## src/ifd_pkg.sv

```systemverilog
// ifd_pkg: shared constants and types for the instruction field decoder
// assumes one 200 MHz clock; instruction words arrive from program memory
package ifd_pkg;

  // clock and instruction cycle timing
  localparam int IFD_CLK_PERIOD_PS = 5000; // 200 MHz
  localparam int IFD_OSC_PER_CYCLE = 4; // oscillator periods per cycle
  localparam logic [1:0] IFD_PHASE_LAST = 2'(IFD_OSC_PER_CYCLE - 1);

  // word layout
  localparam logic [3:0] IFD_CONT_NIBBLE = 4'hf; // continuation marker

  // register byte offsets
  localparam logic [7:0] IFD_CTRL_OFS = 8'h00;
  localparam logic [7:0] IFD_STATUS_OFS = 8'h04;
  localparam logic [7:0] IFD_FIELD_OFS = 8'h08;
  localparam logic [7:0] IFD_ADDR_OFS = 8'h0c;
  localparam logic [7:0] IFD_LIT_OFS = 8'h10;

  // control bits and reset value
  localparam int IFD_CTRL_RUN_BIT = 0;
  localparam int IFD_CTRL_EXT_BIT = 1;
  localparam logic [1:0] IFD_CTRL_RESET = 2'h1;

  // status bit positions
  localparam int IFD_ST_BAD_BIT = 0;
  localparam int IFD_ST_STATE_POS = 4;
  localparam int IFD_ST_CLASS_POS = 8;

  // bus responses
  localparam logic [1:0] IFD_RESP_OKAY = 2'h0;
  localparam logic [1:0] IFD_RESP_SLVERR = 2'h2;

  // instruction format classes
  typedef enum logic [3:0] {
    CLS_NOP, CLS_BYTE, CLS_BIT, CLS_LIT8, CLS_LIT6, CLS_LIT12,
    CLS_MOVE2, CLS_MOVE3, CLS_INDEXED, CLS_CTRL20, CLS_BRA11,
    CLS_BRCOND, CLS_TABLE, CLS_RETURN
  } ifd_class_type;

  // decode sequencer states
  typedef enum logic [1:0] {
    ST_FIRST, ST_SECOND, ST_THIRD, ST_EXTRA
  } ifd_state_type;

  // decoded instruction, one bundle
  typedef struct packed {
    ifd_class_type cls;
    logic [1:0] wordCount;
    logic [1:0] execCycles;
    logic destToFile;
    logic accessBanked;
    logic [2:0] bitPos;
    logic [7:0] fileAddr;
    logic [11:0] srcAddr;
    logic [11:0] dstAddr;
    logic [19:0] literal;
    logic [1:0] tableMode;
    logic fastSelect;
    logic [1:0] pointerSel;
  } ifd_fields_type;

endpackage

```

## src/ifd_decoder.sv

```systemverilog
// ifd_decoder: splits 16-bit instruction words into operand fields
// assumes program memory offers one word per instruction cycle
// What this block does
// - most instructions one word; some two or three
// - split word into opcode class and operands
// - destination bit picks accumulator or file
// - access bit picks access RAM or bank
// - bit field picks bit 0 to 7
// - file address is 8 bits wide
// - move carries 12-bit source and destination
// - indexed move adds 7-bit offsets to pointer
// - literals of 6, 8, 12 or 20 bits
// - continuation words start 1111, alone act NOP
// - one cycle; taken or jump adds NOP cycle
// - double-word instructions take two cycles
// - instruction cycle is four oscillator periods
// - table instructions carry pointer mode field
// - call/return carry mode; others no operand
// - fast select bit governs shadow registers
`timescale 1ns/1ps
module ifd_decoder
  import ifd_pkg::*;
(
  // clock and reset
  input wire logic clk,
  input wire logic reset,
  // program memory side
  input wire logic [15:0] wordIn,
  input wire logic wordValid,
  input wire logic condTrue,
  input wire logic [11:0] third_indirect_pointer,
  output logic wordReady,
  // decoded result
  output ifd_fields_type fields,
  output logic decodeValid,
  output logic nopCycle,
  // axi4-lite write channels
  input wire logic [7:0] awaddr,
  input wire logic awvalid,
  output logic awready,
  input wire logic [31:0] wdata,
  input wire logic [3:0] wstrb,
  input wire logic wvalid,
  output logic wready,
  output logic [1:0] bresp,
  output logic bvalid,
  input wire logic bready,
  // axi4-lite read channels
  input wire logic [7:0] araddr,
  input wire logic arvalid,
  output logic arready,
  output logic [31:0] rdata,
  output logic [1:0] rresp,
  output logic rvalid,
  input wire logic rready
);

  //////////////////////////////////////////////////////////////////////////
  // internal state
  logic [1:0] phase; // quarter within the cycle
  logic cycleEnd; // one pulse per instruction cycle
  ifd_state_type state; // decode sequencer
  logic [15:0] held0; // first word of a multi-word instruction
  logic [15:0] held1; // second word
  ifd_class_type heldCls; // class of the instruction being gathered
  logic [1:0] ctrl; // run and extended enables
  logic badWord; // sticky: continuation missing its marker
  logic setBad; // event that sets badWord
  logic [7:0] awAddrQ; // write address once taken
  logic awHave;
  logic [31:0] wDataQ; // write data once taken
  logic [3:0] wStrbQ;
  logic wHave;
  logic [15:0] wordA; // assembled first word
  logic [15:0] wordB; // assembled second word
  ifd_class_type curCls; // class of the word at hand
  logic take; // word accepted this cycle
  logic emit; // instruction complete this cycle
  ifd_fields_type next_fields;

  // instruction cycle timing from the divider
  ifd_phase u_phase (
    .clk(clk),
    .reset(reset),
    .phase(phase),
    .cycleEnd(cycleEnd)
  );

  //////////////////////////////////////////////////////////////////////////
  // opcode class of a first word; patterns fixed by this core
  function automatic ifd_class_type classify(input logic [15:0] w,
                                             input logic ext);
    ifd_class_type c;
    c = CLS_BYTE; // byte formats fill the remaining space
    if (w[15:12] == IFD_CONT_NIBBLE)
      c = CLS_NOP; // lone continuation word
    else if (w[15:12] == 4'hc)
      c = CLS_MOVE2;
    else if (w[15:12] >= 4'h7 && w[15:12] <= 4'hb)
      c = CLS_BIT;
    else if (w[15:12] == 4'hd)
      c = CLS_BRA11;
    else if (w[15:8] == 8'hef || w[15:9] == 7'h76)
      c = CLS_CTRL20;
    else if (w[15:8] == 8'hee)
      c = CLS_LIT12;
    else if (w[15:8] == 8'heb)
      c = ext ? CLS_INDEXED : CLS_NOP; // extended only when enabled
    else if (w[15:8] == 8'he8)
      c = ext ? CLS_LIT6 : CLS_NOP;
    else if (w[15:12] == 4'he)
      c = CLS_BRCOND;
    else if (w[15:5] == 11'h003)
      c = CLS_MOVE3;
    else if (w[15:4] == 12'h000) begin
      if (w[3])
        c = CLS_TABLE;
      else if (w[3:1] == 3'h1)
        c = CLS_RETURN;
      else
        c = CLS_NOP; // operand-free control word
    end else if (w[15:12] == 4'h0)
      c = CLS_LIT8;
    return c;
  endfunction

  // program words per class
  function automatic logic [1:0] wordsOf(input ifd_class_type c);
    case (c)
      CLS_MOVE2, CLS_CTRL20, CLS_LIT12, CLS_INDEXED: wordsOf = 2'h2;
      CLS_MOVE3: wordsOf = 2'h3;
      default: wordsOf = 2'h1;
    endcase
  endfunction

  //////////////////////////////////////////////////////////////////////////
  // word assembly and acceptance
  always_comb begin
    wordA = (state == ST_FIRST) ? wordIn : held0;
    wordB = (state == ST_SECOND) ? wordIn : held1;
    curCls = (state == ST_FIRST) ? classify(wordIn, ctrl[IFD_CTRL_EXT_BIT])
                                 : heldCls;
    take = cycleEnd && wordValid && wordReady;
    setBad = take && state != ST_FIRST &&
             wordIn[15:12] != IFD_CONT_NIBBLE;
    emit = take && !setBad &&
           ((state == ST_FIRST && wordsOf(curCls) == 2'h1) ||
            (state == ST_SECOND && wordsOf(curCls) == 2'h2) ||
            state == ST_THIRD);
  end

  //////////////////////////////////////////////////////////////////////////
  // field extraction by class
  always_comb begin
    next_fields = '0;
    next_fields.cls = curCls;
    next_fields.wordCount = wordsOf(curCls);
    next_fields.execCycles = 2'h1;
    case (curCls)
      CLS_BYTE: begin
        next_fields.destToFile = wordA[9];
        next_fields.accessBanked = wordA[8];
        next_fields.fileAddr = wordA[7:0];
      end
      CLS_BIT: begin
        next_fields.bitPos = wordA[11:9];
        next_fields.accessBanked = wordA[8];
        next_fields.fileAddr = wordA[7:0];
      end
      CLS_LIT8: next_fields.literal = {12'h000, wordA[7:0]};
      CLS_LIT6: next_fields.literal = {14'h0000, wordA[5:0]};
      CLS_LIT12: begin
        next_fields.pointerSel = wordA[5:4];
        next_fields.literal = {8'h00, wordA[3:0], wordIn[7:0]};
        next_fields.execCycles = 2'h2;
      end
      CLS_MOVE2: begin
        next_fields.srcAddr = wordA[11:0];
        next_fields.dstAddr = wordIn[11:0];
        next_fields.execCycles = 2'h2;
      end
      CLS_MOVE3: begin
        next_fields.srcAddr = wordB[11:0];
        next_fields.dstAddr = wordIn[11:0];
        next_fields.execCycles = 2'h3;
      end
      CLS_INDEXED: begin
        // offsets are unsigned; the pointer wraps within 12 bits
        next_fields.srcAddr = third_indirect_pointer +
                              {5'h00, wordA[6:0]};
        next_fields.dstAddr = third_indirect_pointer +
                              {5'h00, wordIn[6:0]};
        next_fields.execCycles = 2'h2;
      end
      CLS_CTRL20: begin
        next_fields.literal = {wordIn[11:0], wordA[7:0]};
        next_fields.fastSelect = (wordA[15:8] != 8'hef) &&
                                 wordA[8];
        next_fields.execCycles = 2'h2;
      end
      CLS_BRA11: begin
        next_fields.literal = {9'h000, wordA[10:0]};
        next_fields.execCycles = 2'h2;
      end
      CLS_BRCOND: begin
        next_fields.literal = {12'h000, wordA[7:0]};
        next_fields.execCycles = condTrue ? 2'h2 : 2'h1;
      end
      CLS_TABLE: next_fields.tableMode = wordA[1:0];
      CLS_RETURN: begin
        next_fields.fastSelect = wordA[0];
        next_fields.execCycles = 2'h2;
      end
      default: next_fields.execCycles = 2'h1;
    endcase
  end

  //////////////////////////////////////////////////////////////////////////
  // decode sequencer; one step per instruction cycle
  always_ff @(posedge clk or posedge reset) begin
    if (reset) begin
      state <= ST_FIRST;
      heldCls <= CLS_NOP;
      held0 <= 16'h0000;
      held1 <= 16'h0000;
    end else if (cycleEnd) begin
      case (state)
        ST_FIRST: begin
          if (take) begin
            held0 <= wordIn;
            heldCls <= curCls;
            if (!emit)
              state <= ST_SECOND;
            else if (next_fields.execCycles == 2'h2)
              state <= ST_EXTRA;
          end
        end
        ST_SECOND: begin
          if (setBad)
            state <= ST_FIRST; // drop the broken instruction
          else if (take) begin
            held1 <= wordIn;
            state <= emit ? ST_FIRST : ST_THIRD;
          end
        end
        ST_THIRD: begin
          if (take)
            state <= ST_FIRST;
        end
        default: state <= ST_FIRST; // extra cycle spent as NOP
      endcase
    end
  end

  // outputs toward execution, all registered
  always_ff @(posedge clk or posedge reset) begin
    if (reset) begin
      fields <= '0;
      decodeValid <= 1'b0;
      nopCycle <= 1'b0;
      wordReady <= 1'b0;
    end else begin
      decodeValid <= emit;
      if (emit)
        fields <= next_fields;
      if (cycleEnd) begin
        // the word fetched during a flushed cycle is not consumed
        nopCycle <= (state == ST_FIRST && emit &&
                     next_fields.execCycles == 2'h2);
        wordReady <= ctrl[IFD_CTRL_RUN_BIT] &&
                     !(state == ST_FIRST && emit &&
                       next_fields.execCycles == 2'h2);
      end
    end
  end

  //////////////////////////////////////////////////////////////////////////
  // axi4-lite write side; address and data may come in either order
  always_ff @(posedge clk or posedge reset) begin
    if (reset) begin
      awHave <= 1'b0;
      wHave <= 1'b0;
      awAddrQ <= 8'h00;
      wDataQ <= 32'h0000_0000;
      wStrbQ <= 4'h0;
      awready <= 1'b1;
      wready <= 1'b1;
      bvalid <= 1'b0;
      bresp <= IFD_RESP_OKAY;
    end else begin
      if (awvalid && awready) begin
        awAddrQ <= awaddr;
        awHave <= 1'b1;
        awready <= 1'b0;
      end
      if (wvalid && wready) begin
        wDataQ <= wdata;
        wStrbQ <= wstrb;
        wHave <= 1'b1;
        wready <= 1'b0;
      end
      if (awHave && wHave && !bvalid) begin
        bvalid <= 1'b1;
        awHave <= 1'b0;
        wHave <= 1'b0;
        if (awAddrQ == IFD_CTRL_OFS || awAddrQ == IFD_STATUS_OFS)
          bresp <= IFD_RESP_OKAY;
        else
          bresp <= IFD_RESP_SLVERR;
      end
      if (bvalid && bready) begin
        bvalid <= 1'b0;
        awready <= 1'b1;
        wready <= 1'b1;
      end
    end
  end

  // control register; run gates word acceptance
  always_ff @(posedge clk or posedge reset) begin
    if (reset)
      ctrl <= IFD_CTRL_RESET;
    else if (awHave && wHave && !bvalid && awAddrQ == IFD_CTRL_OFS &&
             wStrbQ[0])
      ctrl <= wDataQ[1:0];
  end

  // sticky bad-continuation flag; a new event beats the clear
  always_ff @(posedge clk or posedge reset) begin
    if (reset)
      badWord <= 1'b0;
    else if (setBad)
      badWord <= 1'b1;
    else if (awHave && wHave && !bvalid && awAddrQ == IFD_STATUS_OFS &&
             wStrbQ[0] && wDataQ[IFD_ST_BAD_BIT])
      badWord <= 1'b0;
  end

  //////////////////////////////////////////////////////////////////////////
  // axi4-lite read side, answer one cycle after the address
  always_ff @(posedge clk or posedge reset) begin
    if (reset) begin
      arready <= 1'b1;
      rvalid <= 1'b0;
      rdata <= 32'h0000_0000;
      rresp <= IFD_RESP_OKAY;
    end else if (arvalid && arready) begin
      arready <= 1'b0;
      rvalid <= 1'b1;
      rresp <= IFD_RESP_OKAY;
      if (araddr == IFD_CTRL_OFS)
        rdata <= {30'h0, ctrl};
      else if (araddr == IFD_STATUS_OFS)
        rdata <= {20'h0, 4'(fields.cls), 2'h0, 2'(state), 3'h0, badWord};
      else if (araddr == IFD_FIELD_OFS)
        rdata <= {10'h0, fields.pointerSel, fields.fastSelect,
                  fields.tableMode, fields.execCycles, fields.wordCount,
                  fields.destToFile, fields.accessBanked, fields.bitPos,
                  fields.fileAddr};
      else if (araddr == IFD_ADDR_OFS)
        rdata <= {4'h0, fields.dstAddr, 4'h0, fields.srcAddr};
      else if (araddr == IFD_LIT_OFS)
        rdata <= {12'h000, fields.literal};
      else begin
        rdata <= 32'h0000_0000;
        rresp <= IFD_RESP_SLVERR;
      end
    end else if (rvalid && rready) begin
      rvalid <= 1'b0;
      arready <= 1'b1;
    end
  end
endmodule

```

## src/ifd_phase.sv

```systemverilog
// ifd_phase: splits the clock into instruction cycles of four periods
// assumes the core clock stands for the oscillator
`timescale 1ns/1ps
module ifd_phase
  import ifd_pkg::*;
(
  // clock and reset
  input wire logic clk,
  input wire logic reset,
  // phase outputs
  output logic [1:0] phase,
  output logic cycleEnd
);

  //////////////////////////////////////////////////////////////////////////
  // free running quarter counter; cycleEnd marks the last quarter
  always_ff @(posedge clk or posedge reset) begin
    if (reset) begin
      phase <= 2'h0;
      cycleEnd <= 1'b0;
    end else begin
      phase <= (phase == IFD_PHASE_LAST) ? 2'h0 : phase + 2'h1;
      cycleEnd <= (phase == IFD_PHASE_LAST - 2'h1);
    end
  end

endmodule

```

## config.mk

```make
export PLATFORM = sky130hd
export DESIGN_NAME = ifd_decoder
export DESIGN_NICKNAME = d
export VERILOG_FILES = /design/src/ifd_pkg.sv /design/src/ifd_decoder.sv /design/src/ifd_phase.sv
export SDC_FILE = /design/constraint.sdc
export NUM_CORES = 1
export LEC_CHECK = 0
export BUFFER_PORTS_ARGS = -buffer_cell sky130_fd_sc_hd__buf_2
export CAP_MARGIN = 40
export CORE_AREA = 2 2 154 156
export CTS_BUF_LIST = sky130_fd_sc_hd__clkbuf_16
export CTS_CLUSTER_DIAMETER = 200
export CTS_CLUSTER_SIZE = 28
export DETAILED_ROUTE_END_ITERATION = 12
export DIE_AREA = 0 0 156 158
export GPL_TIMING_DRIVEN = 0
export PLACE_DENSITY_LB_ADDON = 0.15
export SLEW_MARGIN = 20
export SYNTH_ARGS = -nofsm -noshare
export SYNTH_HDL_FRONTEND = slang
export SYNTH_SLANG_ARGS = --single-unit
```

## constraint.sdc

```tcl
create_clock -name clk -period 6.1 [get_ports clk]
set_clock_uncertainty 0.2 [all_clocks]
set_input_delay 0.61 -clock clk [delete_from_list [all_inputs] [get_ports clk]]
set_output_delay 0.61 -clock clk [all_outputs]
set_load 0.05 [all_outputs]
```

Yosys cells after proc, flatten, opt, wreduce, memory -nomap -nowiden --
Index checks and enable logic that the tools add are counted.
Word-level totals: flip-flop bits (word level) 167, bits in latches 0, RAM bits 0, memory bits (read-only) 0, logic and storage cells 204, memories 0
Operators by class: add/sub/neg operators 3, multipliers 0, div/mod/pow operators 0, magnitude comparators 2, equal/unequal tests 42, shift operators 0, muxes and demuxes 67, bitwise operators 1, reduce and logical (&&, ||, !) cells 52
Operator list (number):
- 28-bit 2-to-1 mux | 4
- 20-bit one-hot mux with 5 select lines | 1
- 24-bit one-hot mux with 3 select lines | 1
- 4-bit 2-to-1 mux | 15
- 4-bit equality test (second input constant) | 10
- 2-bit 2-to-1 mux | 18
- 8-bit equality test (second input constant) | 4
- 1-bit logical AND | 25
- 12-bit by 7-bit adder with 12-bit output | 2
- 20-bit 2-to-1 mux | 1
- 1-bit 2-to-1 mux | 18
- 4-bit by 3-bit equality test with 1-bit output (second input constant) | 4
- 8-bit by 3-bit equality test with 1-bit output (second input constant) | 2
- 8-bit by 4-bit equality test with 1-bit output (second input constant) | 2
- 8-bit zero test | 2
- 16-bit 2-to-1 mux | 1
- 2-bit nonzero test | 8
- 12-bit zero test | 1
- 12-bit 2-to-1 mux | 1
- 2-bit one-hot mux with 3 select lines | 2
- 11-bit by 2-bit equality test with 1-bit output (second input constant) | 1
- 2-bit equality test (second input constant) | 5
- 4-bit by 2-bit equality test with 1-bit output (second input constant) | 2
- 8-bit by 5-bit equality test with 1-bit output (second input constant) | 1
- 27 further kinds | 36

Logic depth before layout (Yosys ltp) --
Gate-level depths: netlist of run 1.
word-level depth 27, gate-level depth with buffers 16

Cells and area by module --
From an unflattened synthesis of run 1, not the netlist that was laid out.
Unflattened totals: cells, all modules 853, area, all modules 8650.8 µm²
By module, submodules not included:
- ifd_decoder | times used 1, cells each 844, area an instance 8535.7 µm², seq. area each 3958.8 µm²
- ifd_phase | times used 1, cells each 9, area an instance 115.1 µm², seq. area each 75.1 µm²

Worst setup path before layout of run 1 --
Ideal clock, no wire load.
path kind reg2reg, start point reg state[0], end point reg fields[48] (netlist name), library setup time 0.125 ns, data arrival time 2.946 ns, required time 5.775 ns, path slack 2.829 ns, stages on the path, launching flop included 14, period minus slack after synthesis 3.271 ns, cell sequence dfrtp_1 -> clkbuf_1 -> or2_2 -> buf_2 -> mux2i_1 -> inv_1 -> ha_1 -> a21o_1 -> a21oi_1 -> o211ai_1 -> nand3_1 -> xor2_1 -> o221ai_1 -> mux2_4
Between the ends: longest elaborated chain between the ends 10
Ends and longest elaborated chain:
- from (decl) | RTL line ifd_decoder.sv:62 | ifd_state_type state;
- from (signal assigned) | RTL line ifd_decoder.sv:243 | state <= emit ? ST_FIRST : ST_THIRD;
- 2-bit zero test | RTL line ifd_decoder.sv:139, ifd_decoder.sv:141, ifd_decoder.sv:147
- 4-bit 2-to-1 mux | RTL line ifd_decoder.sv:141 | curCls = (state == ST_FIRST) ? classify(wordIn, ctrl[IFD_CTRL_EXT_BIT])
- 4-bit equality test (tied with other cells) | RTL line ifd_decoder.sv:129 | case (c)
- 4-bit OR reduction | RTL line ifd_decoder.sv:129
- 2-bit one-hot mux with 2 select lines | RTL line ifd_decoder.sv:129
- 2-bit by 1-bit equality test with 1-bit output / 2-bit equality test (equally long branches) | RTL line ifd_decoder.sv:147, ifd_decoder.sv:148
- 1-bit logical AND (on tied branches) | RTL line ifd_decoder.sv:147, ifd_decoder.sv:148
- 1-bit logical OR | RTL line ifd_decoder.sv:147 | ((state == ST_FIRST && wordsOf(curCls) == 2'h1) ||
- 1-bit logical OR | RTL line ifd_decoder.sv:148 | (state == ST_SECOND && wordsOf(curCls) == 2'h2) ||
- 1-bit logical AND | RTL line ifd_decoder.sv:146 | emit = take && !setBad &&
- to (signal assigned) | RTL line ifd_decoder.sv:265 | fields <= next_fields;
- to (decl) | RTL line ifd_decoder.sv:34 | output ifd_fields_type fields,
Several ways; a longest one is shown, not always the timed one. A chain may end at the register's enable or synchronous reset.

Worst setup path in the final report of run 1 --
Same ends and word-level chain as after synthesis.

==> summary.txt, run 1 <==
Status
  – Outcome: finished, final reports clean

Setup path
  – R2R setup slack: roughly 1.7 ns
  – Worst setup path class: flop to flop
  – Sort of element at the start of the critical path: flop
  – Data arrival time of the critical path: 4.48 ns
  – Critical path's most frequent cell: clkbuf_1
  – Origin of the critical flop-to-flop path: state[0]
  – FF-to-FF path depth: 12
  – Worst setup startpoint: state[0]
  – Crit-path cells: clkbuf_1 > nor2_1 > clkbuf_1 > mux2i_1 > inv_1 > ha_1 > nand2_1 > o211ai_1 > nand3_1 > xor2_1 > o221ai_1 > mux2_4
  – Largest stage delay on the critical path: 0.69 ns
  – Slowest cell on the critical path: mux2i_1
  – Capturing point of the worst reg2reg path: fields[48]
  – Critical path's top delay family: multiplexers
  – CP bufs+invs: 3
  – Data required time at the worst endpoint: 6.21 ns
  – Endpoint type of the worst setup path: flop
  – Maximum net fanout on the critical path: 10

Global route
  – Vias in the first global route: between 7k and 8k
  – Global-route total usage across every layer: 23.7%
  – Wire length of the first global-routing pass: about 44 mm
  – Initial antenna violation count: 0
  – Pin count of the biggest net entering global routing: 88
  – Grt ovf: 0

STA
  – Fmax: 229 MHz
  – Final clock period utilization by the worst path: 71.7%
  – Final count of negative-setup-slack endpoints: 0
  – Final slew viol count: 0
  – Final worst path period need: 4.37 ns
  – Max transition margin: 45.7%
  – Setup ws final: ~1.7 ns
  – Setup repair after global routing missed its margin: false
  – Final hold violation count: 0
  – Worst Max-Slew Pin Slew: 0.792 ns

CTS
  – Deepest clock path buffer count: 2
  – Clock-pin slew on the worst setup and hold paths: 0.07 ns
  – Number of levels in the clock H-tree: 4
  – CTS sink count: between 150 and 200
  – Post-CTS Setup Repair Bufs: 0
  – Number of buffers inserted during clock tree synthesis: 17
  – Clk Tree Root Cell: clkbuf_16
  – Cts repair resizes: 0
  – Clock latency of the later-clocked register in the worst-skew pair: 0.43 ns
  – Hold_buf cts: 0
  – Clock tree from TritonCTS: done

Logic synthesis
  – Biggest area contributors in the synthesized netlist: dfrtp_1 44%, mux2_4 8.8%, nand2_1 6.0%, mux2i_1 5.3%, o21ai_0 3.8%
  – Most frequently used cell type in the post-synthesis netlist: dfrtp_1
  – Primary FF master, synth: dfrtp_1
  – Leading cell types by count after synthesis: 157 x dfrtp_1, 145 x nand2_1, 71 x nor2_1
  – Share of flip-flops with an asynchronous set or reset after synthesis: 100%
  – Number of warning messages in the yosys log: 0
  – Mean instance size in the synthesized netlist: around 10 sq um
  – Post-synth EDFFs: 0
  – Number of flip-flops and latches in the synthesized netlist: 161
  – Share of Yosys cell area claimed by the top area cell type: 43.5%
  – Sequential share of the synthesized area: 44.7%
  – Synth area leader: dfrtp_1
  – Number of distinct standard cells referenced by the synthesized netlist: 75
  – Synthesized netlist cell count: 896
  – Synth Cell Area: between 9000 and 10,000 sq um

Pwr
  – Overall power after layout: 3510 uW
  – Worst VDD drop: 0.137 mV
  – Clock share of power: between 30% and 40%
  – Power dissipated by switching net loads: 1340 uW
  – Pwr dens: ~320 nW/um^2
  – Fraction of power consumed by combinational cells: around 30%
  – Leak Pwr: 0.00527 uW
  – Switching Share: 38.2%
  – Portion of total power attributed to sequential cells: 39.2%
  – Int Pwr: roughly 2200 uW

Routing
  – Iteration-0 DRC Markers: 554
  – Routed WL per cell: 20.7 um
  – Number of iterations in the first detailed-routing pass: 5
  – Vias after detailed routing: approximately 7.5k
  – Total Routed Length: 28.8 mm
  – Via count normalized by instance count: 5.38
  – Detailed-route DRC error count: 0
  – Routed Antenna Nets: 0

Finish
  – Post-layout nets: 1,190
  – Layout Area Growth over Synthesis: 20.1%
  – Count of non-filler cells in the finished layout: 1,386
  – Share of post-route cells with drive strength above 1: 29.4%
  – Cell area after layout: ~11,000 sq um
  – Count of antenna diodes in the layout: 0

Floorplanning
  – Area enclosed by the die boundary: around 25,000 sq um
  – Starting density of the core: 39.2%
  – DIE HEIGHT: 158 um
  – Num rows: 56
  – Chip Width: 156 um
  – Boundary pin count: just over 200
  – Core region area: 23,100 sq um

Place
  – DP Cell Count: 1,354
  – DP Area: 10,300 sq um
  – Post-placement setup slack: 1.85 ns
  – Number of input and output port buffers inserted: 160
  – Placed wire-length estimate: 21.8 mm
  – Final weighted congestion of routability-driven global placement: 0.894

Run
  – Number of violations of the max-capacitance limit: 0

Hold path
  – Hold Crit Class: input pin to asynchronous set/reset pin
## area by class of cell
| type | instances | area, sq um |
|---|---|---|
| sequential | 161 | 4030 |
| tap | 290 | 363 |
| multi-input combinational | 639 | 4540 |
| clock buffer | 17 | 425 |
| clock inverter | 15 | 160 |
| buffer | 58 | 315 |
| fill | 2209 | 12200 |
| inverter | 43 | 169 |
| timing repair buffer | 163 | 841 |
## flip-flops by register name, summed over array words and instances (netlist names), 2 cells and up
name / flops
awAddrQ: 8
rdata: 28
ctrl: 2
wDataQ: 2
fields: 70
held1: 12
state: 2
held0: 16
u_phase.phase: 2
heldCls: 4
## cells by family (layout without fill, tap and decap cells)
kind of cell / after synthesis / after routing / share of synthesized area (%)
compound gates: 180 / 180 / 13.7
xor+xnor: 20 / 20 / 1.94
fa+ha+maj: 19 / 19 / 2.77
buf+inv: 101 / 296 / 5.28
flops: 161 / 161 / 44.7
mux: 127 / 127 / 17.4
other cells: 1 / 6 / 0.0415
simple gates: 287 / 287 / 14.2
## cell usage in the layout, fill, tap and decap left out, types with 4 or more instances in the layout
master	instances
a211oi_1	4
mux2i_1	48
nor2_1	71
a221oi_1	4
clkbuf_16	17
o31ai_1	4
buf_4	9
xor2_1	8
o21ai_0	68
a21oi_1	22
buf_2	173
nand2_1	145
or2_2	4
dfrtp_1	157
a21o_1	6
o22ai_1	5
mux2_2	26
mux2_4	53
ha_1	16
and2_1	6
inv_1	44
a22o_1	6
xnor2_1	12
conb_1	6
dfstp_2	4
clkinv_4	4
clkbuf_1	30
buf_6	7
a31oi_1	11
o221ai_1	10
nor2b_1	5
o2bb2ai_1	9
nand3_1	15
o21a_1	5
nor3_1	10
nand4_1	5
## per-layer routing
metal	track usage [%]	vias to the layer above	share of wire [%]
met5	0	-	0
met4	9.00	0	2.9
met3	3.42	49	5.2
met2	36.7	263	45
met1	33.8	3625	47
li1	-	3515	-
## worst max-delay path by stage
stage,to,depth (start not counted)
after global routing,fields[48],12
after CTS,fields[48],12
after detailed placement,fields[48],12
final,fields[48],12
after floorplan,awAddrQ[0],1
after global placement,held1[6],2
## worst register-to-register path: stages (launching register included)
cell      delay, ns
dfrtp_1        0.38
clkbuf_1       0.23
nor2_1         0.33
clkbuf_1       0.62
mux2i_1        0.69
inv_1          0.11
ha_1           0.35
nand2_1        0.09
o211ai_1       0.27
nand3_1        0.15
xor2_1         0.30
o221ai_1       0.22
mux2_4         0.31
## per-stage QoR
step | setup TNS (ns) | hold WS [ns] | util [%]
3_5_place_dp | 0 | 0.248 | 44.5
3_3_place_gp | -186.52 | 0.239 | 44.3
5_1_grt | 0 | 0.0742 | 47.0
4_1_cts | 0 | 0.0680 | 47.0
2_1_floorplan | 0 | 0.228 | -
6_report | 0 | 0.0236 | 47.0
## power groups by stage
stage          sequential [uW]  clock, uW  combinational [uW]
2_1_floorplan             1710          0                 436
3_3_place_gp              1390          0                1040
3_5_place_dp              1400          0                1050
4_1_cts                   1380       1090                1060
5_1_grt                   1400       1150                1130
6_report                  1380       1080                1050
Note: power is estimated with default switching activity, not from simulation.
==> inputs of run 2 (changes only) <==
==> constraint.sdc (replaced) <==
create_clock -name clk -period 3.8 [get_ports clk]
set_clock_uncertainty 0.2 [all_clocks]
set_input_delay 0.38 -clock clk [delete_from_list [all_inputs] [get_ports clk]]
set_output_delay 0.38 -clock clk [all_outputs]
set_load 0.05 [all_outputs]
==> run 2 against run 1 <==
Effect of this change:
- critical path depth rose by 3
- wire length fell by 0.24%
- fmax rose by 20%
- sequential power rose by 62%
- cell area rose by 4.0%
- worst hold slack improved by 0.0055 ns
- clock power rose by 71%
- clock-buffer cell count did not move
- first-iteration DRC count fell by 0.54%
- sequential cell count did not move
- global-route usage fell by 0.21 points
- setup slack got worse by 1.6 ns
- critical path type unchanged
- critical endpoint is now fields[47]
- highest routed layer unchanged
==> summary.txt, run 2 (synthesis results as in run 1) <==
STA
  – Max transition margin: 47.6% (+1.9 points)
  – Final hold violation count: 0 (unchanged)
  – Final clock period utilization by the worst path: 95.9% (+24 points)
  – Final count of negative-setup-slack endpoints: 0 (unchanged)
  – Fmax: 274 MHz (+20%)
  – Worst Max-Slew Pin Slew: 0.785 ns (-0.00622 ns)
  – Final worst path period need: 3.64 ns (-0.729 ns)
  – Final slew viol count: 0 (unchanged)
  – Setup repair after global routing missed its margin: false

Floorplanning
  – Boundary pin count: 203 (unchanged)
  – Chip Width: 156 um (unchanged)
  – DIE HEIGHT: 158 um (unchanged)
  – Num rows: 56 (unchanged)
  – Area enclosed by the die boundary: 24,600 sq um (unchanged)
  – Core region area: 23,100 sq um (unchanged)
  – Starting density of the core: 39.2% (unchanged)

Routing
  – Total Routed Length: 28.7 mm (-0.24%)
  – Routed WL per cell: 20.3 um (-1.9%)
  – Detailed-route DRC error count: 0 (unchanged)
  – Iteration-0 DRC Markers: 551 (-0.54%)
  – Routed Antenna Nets: 0 (unchanged)
  – Via count normalized by instance count: 5.28 (-1.7%)
  – Number of iterations in the first detailed-routing pass: 5 (unchanged)
  – Vias after detailed routing: 7,451 (-0.013%)

Finish
  – Layout Area Growth over Synthesis: 24.9%
  – Share of post-route cells with drive strength above 1: 30.3% (+0.89 points)
  – Count of antenna diodes in the layout: 0 (unchanged)
  – Post-layout nets: 1,214 (+2.0%)
  – Number of flip-flops in the largest register: 70 (unchanged)
  – Register bank with the most flops: fields
  – Commonest non-fill, non-tap cell in the layout: buf_2
  – Count of non-filler cells in the finished layout: 1,410 (+1.7%)
  – Commonest cells after routing, fill and taps aside: 172 x buf_2, 156 x dfrtp_1, 145 x nand2_1
  – Biggest registers after layout: fields x70, rdata x28, held0 x16

Setup path
  – Capturing point of the worst reg2reg path: fields[47]
  – Origin of the critical flop-to-flop path: state[0]
  – Sort of element at the start of the critical path: flop
  – Data required time at the worst endpoint: 3.96 ns (-2.25 ns)
  – FF-to-FF path depth: 15 (+3)
  – R2R setup slack: 0.16 ns (-1.57 ns)
  – Worst setup path class: flop to flop
  – Data arrival time of the critical path: 3.80 ns (-0.68 ns)
  – Endpoint type of the worst setup path: flop
  – Maximum net fanout on the critical path: 11 (+1)

Pwr
  – Pwr dens: 516 nW/um^2 (+59%)
  – Leak Pwr: 0.00540 uW (+2.5%)
  – Overall power after layout: 5820 uW (+66%)
  – Worst VDD drop: 0.252 mV (+84%)

Place
  – Number of input and output port buffers inserted: 160 (unchanged)
  – Final weighted congestion of routability-driven global placement: 0.873 (-2.3%)
  – DP Cell Count: 1,359 (+0.37%)
  – Placed wire-length estimate: 22.2 mm (+1.8%)

Status
  – Outcome: finished, final reports clean

Hold path
  – Hold Crit Class: input pin to flop
  – Worst-case hold path end point: held0[7]
  – Startpoint of the most critical hold path: wordIn[7]
  – Worst hold path stage count: 3

CTS
  – Number of buffers inserted during clock tree synthesis: 17 (unchanged)
  – Clock-pin slew on the worst setup and hold paths: 0.07 ns (about the same)
  – Post-CTS Setup Repair Bufs: 0 (unchanged)
  – Clk Tree Root Cell: clkbuf_16
  – Clock latency of the later-clocked register in the worst-skew pair: 0.44 ns (about the same)
  – Clock tree from TritonCTS: done
  – CTS sink count: 161 (unchanged)
  – Deepest clock path buffer count: 2 (unchanged)
  – Number of levels in the clock H-tree: 4 (unchanged)

Global route
  – Vias in the first global route: 7,075 (+0.057%)
  – Global-route total usage across every layer: 23.5% (-0.21 points)
  – Wire length of the first global-routing pass: 43.1 mm (-1.0%)
  – Initial antenna violation count: 0 (unchanged)
  – Pin count of the biggest net entering global routing: 32 (-64%)
  – Grt ovf: 0 (unchanged)

Run
  – Number of violations of the max-capacitance limit: 0 (unchanged)
## run 2: changes by cell type in the layout (fill, tap and decap cells not counted), sizes merged
cell / previous run / this run
buf: 191 / 197
clkinv: 6 / 0
inv: 50 / 51
clkinvlp: 0 / 4
dlygate4sd3: 0 / 20
clkbuf: 47 / 45
bufinv: 2 / 3
## run 2: final cells by class
cell class / count / area (sq um)
buffer: 57 / 318
clock buffer: 17 / 425
clock inverter: 15 / 196
fill: 2168 / 11800
inverter: 43 / 165
multi-input combinational: 639 / 4630
sequential: 161 / 4040
tap: 290 / 363
timing repair buffer: 188 / 1150
## run 2: worst max-delay path: stages (launching register included)
cell	delay (ns)
dfrtp_2	0.48
or2_2	0.31
buf_4	0.21
mux2i_4	0.25
inv_1	0.09
ha_1	0.17
inv_1	0.06
fa_1	0.40
nor2b_1	0.12
o21ai_0	0.11
a21oi_1	0.22
o21ai_1	0.13
a211oi_1	0.25
xor2_1	0.32
a21oi_1	0.12
mux2i_1	0.13
## run 2: stage by stage
step / util (%) / setup TNS [ns] / setup WS [ns] / area (sq um) / hold slack (ns)
final: 48.9 / 0 / 0.157 / 11300 / 0.0291
after global routing: 48.9 / 0 / 0.00596 / 11300 / 0.0487
after CTS: 48.7 / 0 / 0.00338 / 11200 / 0.0205
after detailed placement: 45.0 / -6.22 / -0.491 / 10400 / 0.183
after global placement: 44.3 / -5.08 / -0.510 / 10200 / 0.240
after floorplan: - / 0 / 0.529 / 9050 / 0.228
## run 2: how the worst max path moves through the flow
| stage | start | endpoint | slack, ns | cells past startpoint |
|---|---|---|---|---|
| 6_report | state[0] | fields[47] | 0.16 | 15 |
| 5_1_grt | state[0] | fields[45] | 0.006 | 15 |
| 4_1_cts | state[1] | fields[48] | 0.003 | 12 |
| 3_5_place_dp | state[1] | fields[48] | -0.49 | 12 |
| 3_3_place_gp | state[0] | fields[48] | -0.51 | 12 |
| 2_1_floorplan | state[0] | fields[48] | 0.53 | 13 |
## run 2: routing by layer
layer  global-route usage, %  part of all wire, %
met5                       0                    0
met4                    8.96                  3.0
met3                    3.97                  5.1
met2                    36.3                   45
met1                    33.1                   47
## run 2: what timing repair did
item,in CTS,in global routing
endpoints found under the setup margin,8,11
hold buffers,20,0
resized for setup,10,13
endpoints found under the hold margin,28,0
pin swaps,1,4
## run 2: power by group
| group | switching (uW) | leakage [uW] | internal (uW) |
|---|---|---|---|
| registers | 225 | 0.00209 | 2000 |
| logic | 1190 | 0.00301 | 555 |
| clock network | 789 | 0.000300 | 1060 |
| total | 2210 | 0.00540 | 3610 |
==> inputs of run 3 (changes only) <==
--- a/config.mk
+++ b/config.mk
@@ -14,7 +14,7 @@
 export DETAILED_ROUTE_END_ITERATION = 12
 export DIE_AREA = 0 0 156 158
 export GPL_TIMING_DRIVEN = 0
-export PLACE_DENSITY_LB_ADDON = 0.15
+export PLACE_DENSITY = 0.74
 export SLEW_MARGIN = 20
 export SYNTH_ARGS = -nofsm -noshare
 export SYNTH_HDL_FRONTEND = slang
==> run 3 against run 2 <==
Effect of this change:
- first-iteration DRC count rose by 13%
- sequential share of layout area rose by 0.076 points
- sequential cell count did not move
- setup slack got worse by 0.037 ns
- cell area fell by 0.24%
- via count rose by 4.2%
- die area did not move
- final cell count rose by 0.14%
- highest routed layer unchanged
- clock power barely moved
- power fell by 0.13%
- global-route usage fell by 0.50 points
==> summary.txt, run 3 (synthesis results as in run 1) <==
Status
  – Outcome: finished, final reports clean

CTS
  – Clk Tree Root Cell: clkbuf_16
  – Clock tree from TritonCTS: done
  – Clock-pin slew on the worst setup and hold paths: 0.07 ns (about the same)
  – Deepest clock path buffer count: 2 (unchanged)
  – CTS sink count: 161 (unchanged)
  – Number of buffers inserted during clock tree synthesis: 17 (unchanged)
  – Clock latency of the later-clocked register in the worst-skew pair: 0.45 ns (about the same)
  – Number of levels in the clock H-tree: 4 (unchanged)

Global route
  – Wire length of the first global-routing pass: 42.8 mm (-0.75%)
  – Pin count of the biggest net entering global routing: 35 (+9.4%)
  – Vias in the first global route: 7,450 (+5.3%)
  – Initial antenna violation count: 3 (+3)
  – Grt ovf: 0 (unchanged)
  – Global-route total usage across every layer: 23.0% (-0.50 points)

Floorplanning
  – DIE HEIGHT: 158 um (unchanged)
  – Chip Width: 156 um (unchanged)
  – Core region area: 23,100 sq um (unchanged)
  – Area enclosed by the die boundary: 24,600 sq um (unchanged)
  – Starting density of the core: 39.2% (unchanged)
  – Num rows: 56 (unchanged)
  – Boundary pin count: 203 (unchanged)

Setup path
  – Crit-path cells: buf_2 > or2_2 > buf_4 > mux2i_4 > inv_1 > ha_1 > inv_1 > fa_1 > nor2b_1 > o21ai_0 > a21oi_1 > o21ai_1 > a211oi_1 > xor2_1 > a21oi_1 > mux2i_1
  – CP bufs+invs: 4 (+1)
  – FF-to-FF path depth: 16 (+1)
  – Endpoint type of the worst setup path: flop
  – Sort of element at the start of the critical path: flop
  – Critical path's top delay family: compound AO/OA/AOI/OAI gates
  – Crit path depth: 16 (+1)
  – Data arrival time of the critical path: 3.85 ns (+0.05 ns)
  – Maximum net fanout on the critical path: 10 (-1)
  – Data required time at the worst endpoint: 3.97 ns (about the same)
  – Worst setup path class: flop to flop
  – Largest stage delay on the critical path: 0.39 ns (-0.09 ns)
  – Slowest cell on the critical path: dfrtp_1

STA
  – Final slew viol count: 0 (unchanged)
  – Total negative slack for setup checks: 0 ns (unchanged)
  – Worst Max-Slew Pin Slew: 0.774 ns (-0.0110 ns)
  – Max transition margin: 48.4% (+0.73 points)
  – Setup repair after global routing missed its margin: true
  – Final worst path period need: 3.68 ns (+0.0373 ns)
  – Worst Hold Slack: 0.0115 ns (-0.0177 ns)
  – Final hold violation count: 0 (unchanged)
  – Final count of negative-setup-slack endpoints: 0 (unchanged)
  – Final clock period utilization by the worst path: 96.9% (+0.98 points)
  – Fmax: 272 MHz (-1.0%)

Finish
  – Cell area after layout: 11,300 sq um (-0.24%)
  – Biggest registers after layout: fields x70, rdata x28, held0 x16
  – Final core occ: 48.8% (-0.12 points)
  – Number of flip-flops in the largest register: 70 (unchanged)
  – Commonest cells after routing, fill and taps aside: 173 x buf_2, 157 x dfrtp_1, 145 x nand2_1
  – Commonest non-fill, non-tap cell in the layout: buf_2
  – Share of post-route cells with drive strength above 1: 30.3% (unchanged)
  – Layout Area Growth over Synthesis: 24.6%
  – Post-layout nets: 1,214 (unchanged)
  – Number of fillers in the final layout: 2,039 (-6.0%)
  – Register bank with the most flops: fields

Pwr
  – Worst VDD drop: 0.349 mV (+39%)
  – Pwr dens: 517 nW/um^2 (+0.12%)
  – Leak Pwr: 0.00539 uW (-0.22%)

Routing
  – Via count normalized by instance count: 5.50 (+4.1%)
  – Number of iterations in the first detailed-routing pass: 7 (+2)
  – Iteration-0 DRC Markers: 624 (+13%)
  – Vias after detailed routing: 7,767 (+4.2%)
  – Detailed-route DRC error count: 0 (unchanged)
  – Routed WL per cell: 20.1 um (-1.2%)
  – Total Routed Length: 28.4 mm (-1.1%)
  – Routed Antenna Nets: 0 (unchanged)

Place
  – Number of input and output port buffers inserted: 160 (unchanged)
  – DP Area: 10,300 sq um (-0.46%)
  – Placed wire-length estimate: 21.5 mm (-3.4%)
  – Final weighted congestion of routability-driven global placement: 0.910 (+4.2%)

Run
  – Number of violations of the max-capacitance limit: 0 (unchanged)

Hold path
  – Hold Crit Class: input pin to flop
  – Worst hold path stage count: 3 (unchanged)
==> run 3: what timing repair did <==
| item | 4_1_cts | 5_1_grt |
|---|---|---|
| setup buffers | 1 | 0 |
| resized for setup | 14 | 9 |
| pin swaps | 1 | 3 |
| endpoints found under the setup margin | 8 | 4 |
| hold buffers | 20 | 0 |
| endpoints found under the hold margin | 43 | 0 |
==> run 3: tightest hold or removal path, stage by stage <==
cell and delay [ns]:
buf_6 0.14, nand2_1 0.06, nand2_1 0.04
==> run 3: final cells by class <==
type	count	area [sq um]	share of cell area, %
Multi-Input combinational cell	639	4630	41.1
Sequential cell	161	4030	35.8
Timing Repair Buffer	187	1110	9.90
Clock buffer	17	425	3.78
Tap cell	290	363	3.22
Buffer	58	323	2.87
Clock inverter	15	196	1.75
Inverter	43	165	1.47
Antenna cell	2	5.00	0.0445
==> run 3: stage by stage <==
step | instances | total power (uW) | setup WS (ns)
global placement | 1351 | 3890 | -0.375
detailed placement | 1356 | 3940 | -0.418
global route | 1410 | 6040 | -0.0307
finish | 1412 | 5820 | 0.119
floorplan | 901 | 3450 | 0.529
CTS | 1409 | 5800 | 0.0392
==> run 3: layer usage <==
layer / track usage [%] / part of all wire (%)
met1: 29.7 / 42
met2: 36.3 / 47
met3: 6.65 / 8.1
met4: 9.65 / 3.3
met5: 0 / 0
==> run 3: path summary, 6_finish.rpt <==
check | slack [ns] | end | startpoint
max | 0.12 | fields[47] | state[0]
min | 0.01 | held0[7] | wordIn[7]
max reg2reg | 0.12 | fields[47] | state[0]
min reg2reg | 0.26 | u_phase.phase[0] | u_phase.phase[0]
max in group asynchronous | 2.33 | arready | reset
min in group asynchronous | 0.16 | bvalid | reset
==> run 3: power breakdown <==
group          switching (uW)  total, uW  leakage (uW)  internal, uW
logic                    1220       1770       0.00300           553
registers                 219       2220       0.00209          2000
clock network             822       1830      0.000298          1000
total                    2260       5820       0.00539          3560
